`src/logic/ssp_pkg.sv`:
```
// Purpose: Shared constants for the synchronous serial shift port
// Assumes: One sys_clk cycle is one instruction cycle
// Notes:   Register map is word aligned on a 32-bit Avalon-MM slave
package ssp_pkg;

    // Clock and instruction cycle timing
    localparam int unsigned SYS_CLK_KHZ  = 10000;
    localparam int unsigned T_INSTR_NS   = 100;
    localparam int unsigned TC_CYCLES    = (T_INSTR_NS * SYS_CLK_KHZ + 999999) / 1000000;

    // Shift clock periods in instruction cycles
    localparam int unsigned SCK_PER_FAST = 2;
    localparam int unsigned SCK_PER_MID  = 4;
    localparam int unsigned SCK_PER_SLOW = 8;
    localparam logic [3:0]  HALF_FAST    = 4'((SCK_PER_FAST * TC_CYCLES) / 2);
    localparam logic [3:0]  HALF_MID     = 4'((SCK_PER_MID * TC_CYCLES) / 2);
    localparam logic [3:0]  HALF_SLOW    = 4'((SCK_PER_SLOW * TC_CYCLES) / 2);

    // Transfer length
    localparam int unsigned DATA_W       = 8;
    localparam logic [3:0]  BIT_COUNT    = 4'h8;
    localparam logic [4:0]  LAST_TOGGLE  = 5'h0F;

    // Register byte offsets
    localparam logic [7:0]  OFF_CTRL     = 8'h00;
    localparam logic [7:0]  OFF_STATUS   = 8'h04;
    localparam logic [7:0]  OFF_DATA     = 8'h08;
    localparam logic [7:0]  OFF_PORTCFG  = 8'h0C;
    localparam logic [7:0]  OFF_PORTDAT  = 8'h10;

    // Control register fields
    localparam int unsigned CTRL_EN      = 0;
    localparam int unsigned CTRL_SL_LO   = 1;
    localparam int unsigned CTRL_SL_HI   = 2;
    localparam int unsigned CTRL_IRQ_EN  = 3;
    // Status register fields
    localparam int unsigned STAT_BUSY    = 0;
    // Port configuration fields
    localparam int unsigned CFG_SO       = 4;
    localparam int unsigned CFG_SCK      = 5;
    localparam int unsigned CFG_PHASE    = 6;
    // Port data fields
    localparam int unsigned PDAT_IDLE    = 5;

    // Reset values
    localparam logic [3:0]  CTRL_RST     = 4'h0;
    localparam logic [7:0]  DATA_RST     = 8'h00;

endpackage

```
`src/logic/ssp_rate_if.sv`:
```
// Purpose: Link between the shift port core and its rate generator
// Assumes: Single sys_clk domain
// Notes:   tick marks each shift clock half period
`timescale 1ns/100ps
interface ssp_rate_if;
    logic       run;
    logic [1:0] rate_sel;
    logic       tick;

    modport core (output run, output rate_sel, input tick);
    modport gen  (input run, input rate_sel, output tick);
endinterface

```
`src/logic/ssp_sync.sv`:
```
// Purpose: Three-stage synchroniser with agreement filter
// Assumes: Inputs come from outside the sys_clk domain
// Notes:   Output follows once stages two and three agree
`timescale 1ns/100ps
module ssp_sync #(
    parameter int unsigned WIDTH = 2
) (
    input  wire logic             sys_clk,
    input  wire logic             rst,
    input  wire logic [WIDTH-1:0] async_in,
    output logic      [WIDTH-1:0] sync_out
);
    logic [WIDTH-1:0] s1_q;
    logic [WIDTH-1:0] s2_q;
    logic [WIDTH-1:0] s3_q;
    logic [WIDTH-1:0] out_q;
    logic [WIDTH-1:0] agree;

    always_ff @(posedge sys_clk or posedge rst) begin
        if (rst) begin
            s1_q <= '0;
            s2_q <= '0;
            s3_q <= '0;
        end else begin
            s1_q <= async_in;
            s2_q <= s1_q;
            s3_q <= s2_q;
        end
    end

    // Agreed value passes at once; an extra stage would miss slow link edges
    assign agree    = ~(s2_q ^ s3_q);
    assign sync_out = (agree & s3_q) | (~agree & out_q);

    always_ff @(posedge sys_clk or posedge rst) begin
        if (rst) begin
            out_q <= '0;
        end else begin
            out_q <= sync_out;
        end
    end
endmodule // ssp_sync

```
`src/logic/ssp_rate_gen.sv`:
```
// Purpose: Shift clock half-period enable generator
// Assumes: run is low while no master transfer is in progress
// Notes:   Counter restarts whenever run drops
`timescale 1ns/100ps
module ssp_rate_gen (
    input  wire logic sys_clk,
    input  wire logic rst,
    ssp_rate_if.gen   rif
);
    logic [3:0] cnt_q;
    logic [3:0] half;
    logic       tick_q;

    always_comb begin
        case (rif.rate_sel)
            2'h0:    half = ssp_pkg::HALF_FAST;
            2'h1:    half = ssp_pkg::HALF_MID;
            default: half = ssp_pkg::HALF_SLOW;
        endcase
    end

    always_ff @(posedge sys_clk or posedge rst) begin
        if (rst) begin
            cnt_q  <= 4'h0;
            tick_q <= 1'b0;
        end else if (!rif.run) begin
            cnt_q  <= 4'h0;
            tick_q <= 1'b0;
        end else if (cnt_q == half - 4'h1) begin
            cnt_q  <= 4'h0;
            tick_q <= 1'b1;
        end else begin
            cnt_q  <= cnt_q + 4'h1;
            tick_q <= 1'b0;
        end
    end

    assign rif.tick = tick_q & rif.run;
endmodule // ssp_rate_gen

```
`src/logic/ssp_top.sv`:
```
// Purpose: Eight-bit synchronous serial shift port, master or slave
// Assumes: sys_clk is the instruction cycle clock; pins resolved outside
// Notes:   Registers reached over Avalon-MM with one wait cycle
// Notes on behaviour
// - Eight-bit shift register exchanges data on serial in, serial out, shift clock.
// - Internal shift clock means master; external shift clock means slave.
// - Interface works only while serial_enable is one.
// - Master clock period: 00 two, 01 four, high select eight cycles.
// - Setting busy starts shifting; busy clears after eight bits.
// - Clearing busy early stops shifting with fewer bits moved.
// - Enabled interrupt fires when a full eight-bit transfer completes.
// - Master generates the clock and starts every exchange.
// - Serial out config drives or floats output; clock config picks master.
// - After eight clock pulses busy clears and shifting stops.
// - Normal phase samples on rising, shifts out on falling; alternate reverses.
// - Clock idle level equals port data bit five.
// - Effective phase is phase select XOR idle polarity.
// - Phase select resets to zero, normal clock.
//
// The placing of the registers and the Avalon-MM register port are this design's own decisions.
`timescale 1ns/100ps
module ssp_top (
    input  wire logic        sys_clk,
    input  wire logic        rst,
    input  wire logic [7:0]  avs_address,
    input  wire logic        avs_read,
    input  wire logic        avs_write,
    input  wire logic [31:0] avs_writedata,
    input  wire logic [3:0]  avs_byteenable,
    output logic      [31:0] avs_readdata,
    output logic             avs_waitrequest,
    input  wire logic        serial_in,
    output logic             serial_out,
    output logic             serial_out_oe,
    input  wire logic        shift_clock_in,
    output logic             shift_clock_out,
    output logic             shift_clock_oe,
    output logic             xfer_done_irq
);
    ssp_rate_if rif ();

    logic [31:0] rdata_q;
    logic        ack_q;
    logic        req;
    logic        wr_go;
    logic [3:0]  ctrl_q;
    logic        so_cfg_q;
    logic        sck_cfg_q;
    logic        phase_q;
    logic        idle_pol_q;
    logic [7:0]  sreg_q;
    logic        out_q;
    logic        busy_q;
    logic [3:0]  bit_cnt_q;
    logic [4:0]  tog_cnt_q;
    logic        sck_q;
    logic        prev_q;
    logic        irq_q;
    logic [1:0]  sync_v;
    logic        si_s;
    logic        sck_s;
    logic        enabled;
    logic        master;
    logic        alt;
    logic        rise;
    logic        fall;
    logic        smp_edge;
    logic        sft_edge;
    logic        m_done;
    logic        s_done;
    logic        done;
    logic        busy_wr;
    logic        lane0;

    ssp_sync #(
        .WIDTH    (2)
    ) u_sync (
        .sys_clk  (sys_clk),
        .rst      (rst),
        .async_in ({shift_clock_in, serial_in}),
        .sync_out (sync_v)
    );

    ssp_rate_gen u_rate (
        .sys_clk (sys_clk),
        .rst     (rst),
        .rif     (rif.gen)
    );

    assign si_s  = sync_v[0];
    assign sck_s = sync_v[1];

    // Bus handshake: one wait cycle, then answer
    assign req             = avs_read | avs_write;
    assign avs_waitrequest = req & ~ack_q;
    assign wr_go           = avs_write & ack_q;
    assign lane0           = avs_byteenable[0];
    assign avs_readdata    = rdata_q;

    always_ff @(posedge sys_clk or posedge rst) begin
        if (rst) begin
            ack_q <= 1'b0;
        end else begin
            ack_q <= req & ~ack_q;
        end
    end

    always_ff @(posedge sys_clk or posedge rst) begin
        if (rst) begin
            rdata_q <= 32'h0000_0000;
        end else if (avs_read && !ack_q) begin
            case (avs_address)
                ssp_pkg::OFF_CTRL:    rdata_q <= {28'h000_0000, ctrl_q};
                ssp_pkg::OFF_STATUS:  rdata_q <= {31'h0, busy_q};
                ssp_pkg::OFF_DATA:    rdata_q <= {24'h00_0000, sreg_q};
                ssp_pkg::OFF_PORTCFG: rdata_q <= {25'h0, phase_q, sck_cfg_q,
                                                  so_cfg_q, 4'h0};
                ssp_pkg::OFF_PORTDAT: rdata_q <= {26'h0, idle_pol_q, 5'h00};
                default:              rdata_q <= 32'h0000_0000;
            endcase
        end
    end

    // Configuration registers
    always_ff @(posedge sys_clk or posedge rst) begin
        if (rst) begin
            ctrl_q     <= ssp_pkg::CTRL_RST;
            so_cfg_q   <= 1'b0;
            sck_cfg_q  <= 1'b0;
            phase_q    <= 1'b0;
            idle_pol_q <= 1'b0;
        end else if (wr_go && lane0) begin
            case (avs_address)
                ssp_pkg::OFF_CTRL: begin
                    ctrl_q <= avs_writedata[3:0];
                end
                ssp_pkg::OFF_PORTCFG: begin
                    so_cfg_q  <= avs_writedata[ssp_pkg::CFG_SO];
                    sck_cfg_q <= avs_writedata[ssp_pkg::CFG_SCK];
                    phase_q   <= avs_writedata[ssp_pkg::CFG_PHASE];
                end
                ssp_pkg::OFF_PORTDAT: begin
                    idle_pol_q <= avs_writedata[ssp_pkg::PDAT_IDLE];
                end
                default: begin
                end
            endcase
        end
    end

    assign enabled = ctrl_q[ssp_pkg::CTRL_EN];
    assign master  = sck_cfg_q;
    assign alt     = phase_q ^ idle_pol_q;

    // Rate generator runs only during a master transfer
    assign rif.run      = busy_q & master & enabled;
    assign rif.rate_sel = ctrl_q[ssp_pkg::CTRL_SL_HI] ? 2'h2 :
                          {1'b0, ctrl_q[ssp_pkg::CTRL_SL_LO]};

    // Edges of the shift clock, internal or external
    always_comb begin
        if (master) begin
            rise = rif.tick & ~sck_q;
            fall = rif.tick & sck_q;
        end else begin
            rise = busy_q & sck_s & ~prev_q;
            fall = busy_q & ~sck_s & prev_q;
        end
    end

    assign smp_edge = alt ? fall : rise;
    assign sft_edge = alt ? rise : fall;

    assign m_done  = master & rif.tick & (tog_cnt_q == ssp_pkg::LAST_TOGGLE);
    assign s_done  = ~master & smp_edge & (bit_cnt_q == ssp_pkg::BIT_COUNT - 4'h1);
    assign done    = busy_q & enabled & (m_done | s_done);
    assign busy_wr = wr_go & lane0 & (avs_address == ssp_pkg::OFF_STATUS);

    always_ff @(posedge sys_clk or posedge rst) begin
        if (rst) begin
            prev_q <= 1'b0;
        end else begin
            prev_q <= sck_s;
        end
    end

    // Master shift clock level
    always_ff @(posedge sys_clk or posedge rst) begin
        if (rst) begin
            sck_q <= 1'b0;
        end else if (!rif.run) begin
            sck_q <= idle_pol_q;
        end else if (rif.tick) begin
            sck_q <= ~sck_q;
        end
    end

    // Busy flag: software write wins over completion
    always_ff @(posedge sys_clk or posedge rst) begin
        if (rst) begin
            busy_q <= 1'b0;
        end else if (!enabled) begin
            busy_q <= 1'b0;
        end else if (busy_wr) begin
            busy_q <= avs_writedata[ssp_pkg::STAT_BUSY];
        end else if (done) begin
            busy_q <= 1'b0;
        end
    end

    // Bit and toggle counters restart on every busy write
    always_ff @(posedge sys_clk or posedge rst) begin
        if (rst) begin
            bit_cnt_q <= 4'h0;
            tog_cnt_q <= 5'h00;
        end else if (busy_wr || !busy_q) begin
            bit_cnt_q <= 4'h0;
            tog_cnt_q <= 5'h00;
        end else begin
            if (smp_edge) begin
                bit_cnt_q <= bit_cnt_q + 4'h1;
            end
            if (rif.tick) begin
                tog_cnt_q <= tog_cnt_q + 5'h01;
            end
        end
    end

    // Shift register and output bit
    always_ff @(posedge sys_clk or posedge rst) begin
        if (rst) begin
            sreg_q <= ssp_pkg::DATA_RST;
            out_q  <= 1'b0;
        end else if (wr_go && lane0 && avs_address == ssp_pkg::OFF_DATA) begin
            sreg_q <= avs_writedata[7:0];
            out_q  <= avs_writedata[7];
        end else if (busy_q && enabled) begin
            if (smp_edge) begin
                sreg_q <= {sreg_q[6:0], si_s};
            end
            if (sft_edge) begin
                out_q <= sreg_q[7];
            end
        end
    end

    // Completion pulse, only for a full eight-bit transfer
    always_ff @(posedge sys_clk or posedge rst) begin
        if (rst) begin
            irq_q <= 1'b0;
        end else begin
            irq_q <= done & ~busy_wr & ctrl_q[ssp_pkg::CTRL_IRQ_EN];
        end
    end

    assign xfer_done_irq   = irq_q;
    assign serial_out      = out_q;
    assign serial_out_oe   = enabled & so_cfg_q;
    assign shift_clock_out = sck_q;
    assign shift_clock_oe  = enabled & sck_cfg_q;
endmodule // ssp_top

```
`config.mk`:
```
export PLATFORM = sky130hd
export DESIGN_NAME = ssp_top
export DESIGN_NICKNAME = d
export VERILOG_FILES = /design/src/logic/ssp_pkg.sv /design/src/logic/ssp_rate_if.sv /design/src/logic/ssp_sync.sv /design/src/logic/ssp_rate_gen.sv /design/src/logic/ssp_top.sv
export SDC_FILE = /design/constraint.sdc
export NUM_CORES = 1
export LEC_CHECK = 0
export BUFFER_PORTS_ARGS = -buffer_cell sky130_fd_sc_hd__buf_2
export CAP_MARGIN = 20
export CORE_MARGIN = 5
export CORE_UTILIZATION = 40
export CTS_BUF_LIST = sky130_fd_sc_hd__clkbuf_8
export DETAILED_ROUTE_END_ITERATION = 16
export GPL_ROUTABILITY_DRIVEN = 0
export GPL_TIMING_DRIVEN = 1
export PLACE_DENSITY = 0.66
export SYNTH_ARGS = -nofsm -noshare
export SYNTH_HDL_FRONTEND = slang
export SYNTH_SLANG_ARGS = --single-unit
```
`constraint.sdc`:
```
create_clock -name sys_clk -period 3.4 [get_ports sys_clk]
set_clock_uncertainty 0.2 [all_clocks]
set_input_delay 0.51 -clock sys_clk [delete_from_list [all_inputs] [get_ports sys_clk]]
set_output_delay 0.51 -clock sys_clk [all_outputs]
set_load 0.05 [all_outputs]
```
==> results.sh <==
export IMPL_run_status="completed"
export IMPL_post_place_ws_ps=861
export IMPL_cp_max_fo=10
export IMPL_seqPwrFrac_pct=56.4
export IMPL_critPathCaptureType="flip-flop"
export IMPL_wl_per_cell_microns=14.3
export IMPL_tns_ps=0
export IMPL_synthesis_instances=242
export IMPL_power_density_nw_per_um2=393
export IMPL_grt_met3_usage_pct=4.08
export IMPL_ir_worst_vdd_mv=0.245
export IMPL_post_synth_top_count_cell="dfrtp_1"
export IMPL_rsz0062_at_grt="false"
export IMPL_path_clk_slew_ps=100
export IMPL_register_area_sq_um=1280
export IMPL_crit_required_ps=3390
export IMPL_timing_rr_end="sreg_q[3]"
export IMPL_synth_top_area_share_pct=49.4
export IMPL_grt_pass1_wl_microns=8540
export IMPL_cts_hold_buf=0
export IMPL_ff2ff_setup_slack_ps=1170
export IMPL_antenna_found_initial=0
export IMPL_crit_arrival_ps=2220
export IMPL_yosys_area_top_type="dfrtp_1"
export IMPL_multi_input_area_sq_um=1140
export IMPL_p_leak_nw=1.39
export IMPL_num_nets_final=331
export IMPL_grt_pass1_vias=1795
export IMPL_p_clk_share_pct=32.0
export IMPL_dr_total_vias=1753
export IMPL_r2r_cells=5
export IMPL_whs_ps=10.8
export IMPL_crit_type="flip-flop to flip-flop"
export IMPL_via_per_inst=4.94
export IMPL_drt_pass1_iter_count=4
export IMPL_drive_gt1_share_pct=22.7
export IMPL_post_cts_buffers=0
export IMPL_drv_cap=0
export IMPL_tightestPinTransition_ps=509
export IMPL_cts_root_buf="clkbuf_8"
export IMPL_rr_startpoint="master"
export IMPL_placed_cells=346
export IMPL_die_area_sq_um=8170
export IMPL_maxSlewHeadroom_pct=66.1
export IMPL_diodes=0
export IMPL_synthTopCellsByArea="dfrtp_1 (49%), buf_4 (7.3%), mux2i_1 (6.6%), nor2_1 (4.4%), mux2_2 (3.9%)"
export IMPL_met1_usage_pct=16.3
export IMPL_period_share_pct=65.5
export IMPL_use_met2_pct=20.7
export IMPL_wirelength_microns=5090
export IMPL_grtUsageTotal_pct=12.8
export IMPL_comb_power_share_pct=11.6
export IMPL_slew_viol_final=0
export IMPL_min_period_ps=2230
export IMPL_ys_seq_elements=51
export IMPL_post_dp_hpwl_microns=3700
export IMPL_gr_total_overflow=0
export IMPL_cts_tree="done"
export IMPL_async_flop_share_pct=100
export IMPL_areaGrowthSynthToFinish_pct=9.10
export IMPL_top_usage_layer="met2"
export IMPL_cts_buffers=5
export IMPL_p_switching_uw=320
export IMPL_drc=0
export IMPL_die_w_microns=90.4
export IMPL_yosys_warnings=0
export IMPL_n_fill_cell=627
export IMPL_drt_initial_drc_count=55
export IMPL_hold_class="input pin to async pin"
export IMPL_rows=29
export IMPL_drtAntennaViolNets=0
export IMPL_start_util_pct=40.9
export IMPL_htreeDepth=2
export IMPL_yosys_most_used_dff="dfrtp_1"
export IMPL_cts_resized=0
export IMPL_cts_buffer_depth=2
export IMPL_ys_seq_area_share_pct=49.4
export IMPL_synthTopCellsByCount="dfrtp_1 (51), nor2_1 (30), buf_4 (25)"
export IMPL_finalHoldViolations=0
export IMPL_port_buffers=36
export IMPL_worstSkewPairLatency_ps=310
export IMPL_netlist_area_sq_um=2580
export IMPL_core_area_sq_um=6310
export IMPL_die_y_microns=90.4
export IMPL_finalWorstSetupSlack_ps=1170
export IMPL_fmax_mhz=449
export IMPL_grt_max_degree=52
export IMPL_synth_enable_flop_cells=0
export IMPL_final_cells=355
export IMPL_startpoint_type="flip-flop"
export IMPL_yosysUniqueCellTypes=46
export IMPL_report_final_setup_viol=0
export IMPL_sw_frac_of_total_pct=28.9
export IMPL_p_int_uw=788
export IMPL_cts_sinks=51
export IMPL_ios=88
export IMPL_syn_area_per_cell_sq_um=10.7
cells in the final DEF (no fill, tap or decap), types with 2 or more instances in the layout:
master	synthesis	routed
nor2_1	30	30
nand2b_1	2	2
clkbuf_8	0	5
o31ai_1	2	2
clkinv_4	0	2
maj3_1	2	2
nand4_1	2	2
mux2i_1	17	17
a211oi_1	2	2
and3_1	3	3
xor2_1	6	6
nand3_1	6	6
o21ai_0	7	7
nand2_1	20	20
a21oi_1	12	12
xnor2_1	5	5
ha_1	4	4
conb_1	1	24
inv_1	4	4
and2_2	2	2
mux2_2	9	9
or3_1	2	2
dfrtp_1	51	51
buf_2	1	36
worst max-delay path by stage:
stage	slack (ps)	endpoint	depth (start not counted)	start
floorplan	1150	bit_cnt_q[2]	5	avs_address[5]
global placement	870	bit_cnt_q[2]	6	avs_address[5]
detailed placement	860	bit_cnt_q[2]	6	avs_address[5]
CTS	1170	bit_cnt_q[2]	6	avs_address[5]
global route	1030	sreg_q[6]	5	master
finish	1170	sreg_q[3]	5	master
power by group through the flow:
stage                     logic, mW  registers, mW  clock network, mW
final                         0.129          0.625              0.354
after global routing          0.138          0.627              0.393
after CTS                     0.127          0.625              0.362
after detailed placement      0.127          0.638                  0
after global placement        0.126          0.637                  0
after floorplan               0.120          0.638                  0
worst max-delay path: stages, from the launching register on:
cell and delay (ps):
dfrtp_1 510, nor4b_1 490, a221o_1 280, nand3_2 280, mux2i_1 260, a21oi_1 90
logic make-up after synthesis:
kind of cell | after synthesis | share of synthesized area [%]
adder cells (fa/ha/maj) | 6 | 2.71
AND/OR/NAND/NOR | 80 | 16.1
other | 1 | 0.145
multiplexers | 26 | 10.5
XOR/XNOR | 11 | 3.73
AO/OA/AOI/OAI | 31 | 7.60
flip-flops | 51 | 49.4
buffers and inverters | 36 | 9.78
layer usage:
layer  up-vias  wire, microns
met3         4            344
met5         -              0
met1       840           2290
met2        60           2410
met4         0             38
li1        849              -
state kept, by name (all words and copies together), names as in the netlist, 2 cells and up:
register / count
avs_readdata: 8
sreg_q: 8
tog_cnt_q: 5
bit_cnt_q: 4
ctrl_q: 4
u_rate.cnt_q: 4
u_sync.s1_q: 2
u_sync.s2_q: 2
u_sync.s3_q: 2
metrics by stage:
step	power, mW	cell area, sq um	utilization, %
floorplan	0.758	2670	-
global placement	0.763	2710	42.9
detailed placement	0.764	2710	42.9
CTS	1.11	2800	44.3
global route	1.16	2820	44.6
finish	1.11	2820	44.6
area by class of cell:
type | count | area share [%]
Sequential cell | 51 | 45.3
Multi-Input combinational cell | 178 | 40.5
Timing Repair Buffer | 37 | 7.10
Tap cell | 77 | 3.42
Clock buffer | 5 | 2.44
Clock inverter | 3 | 0.755
Inverter | 4 | 0.533
(Power assumes the default switching activity.)
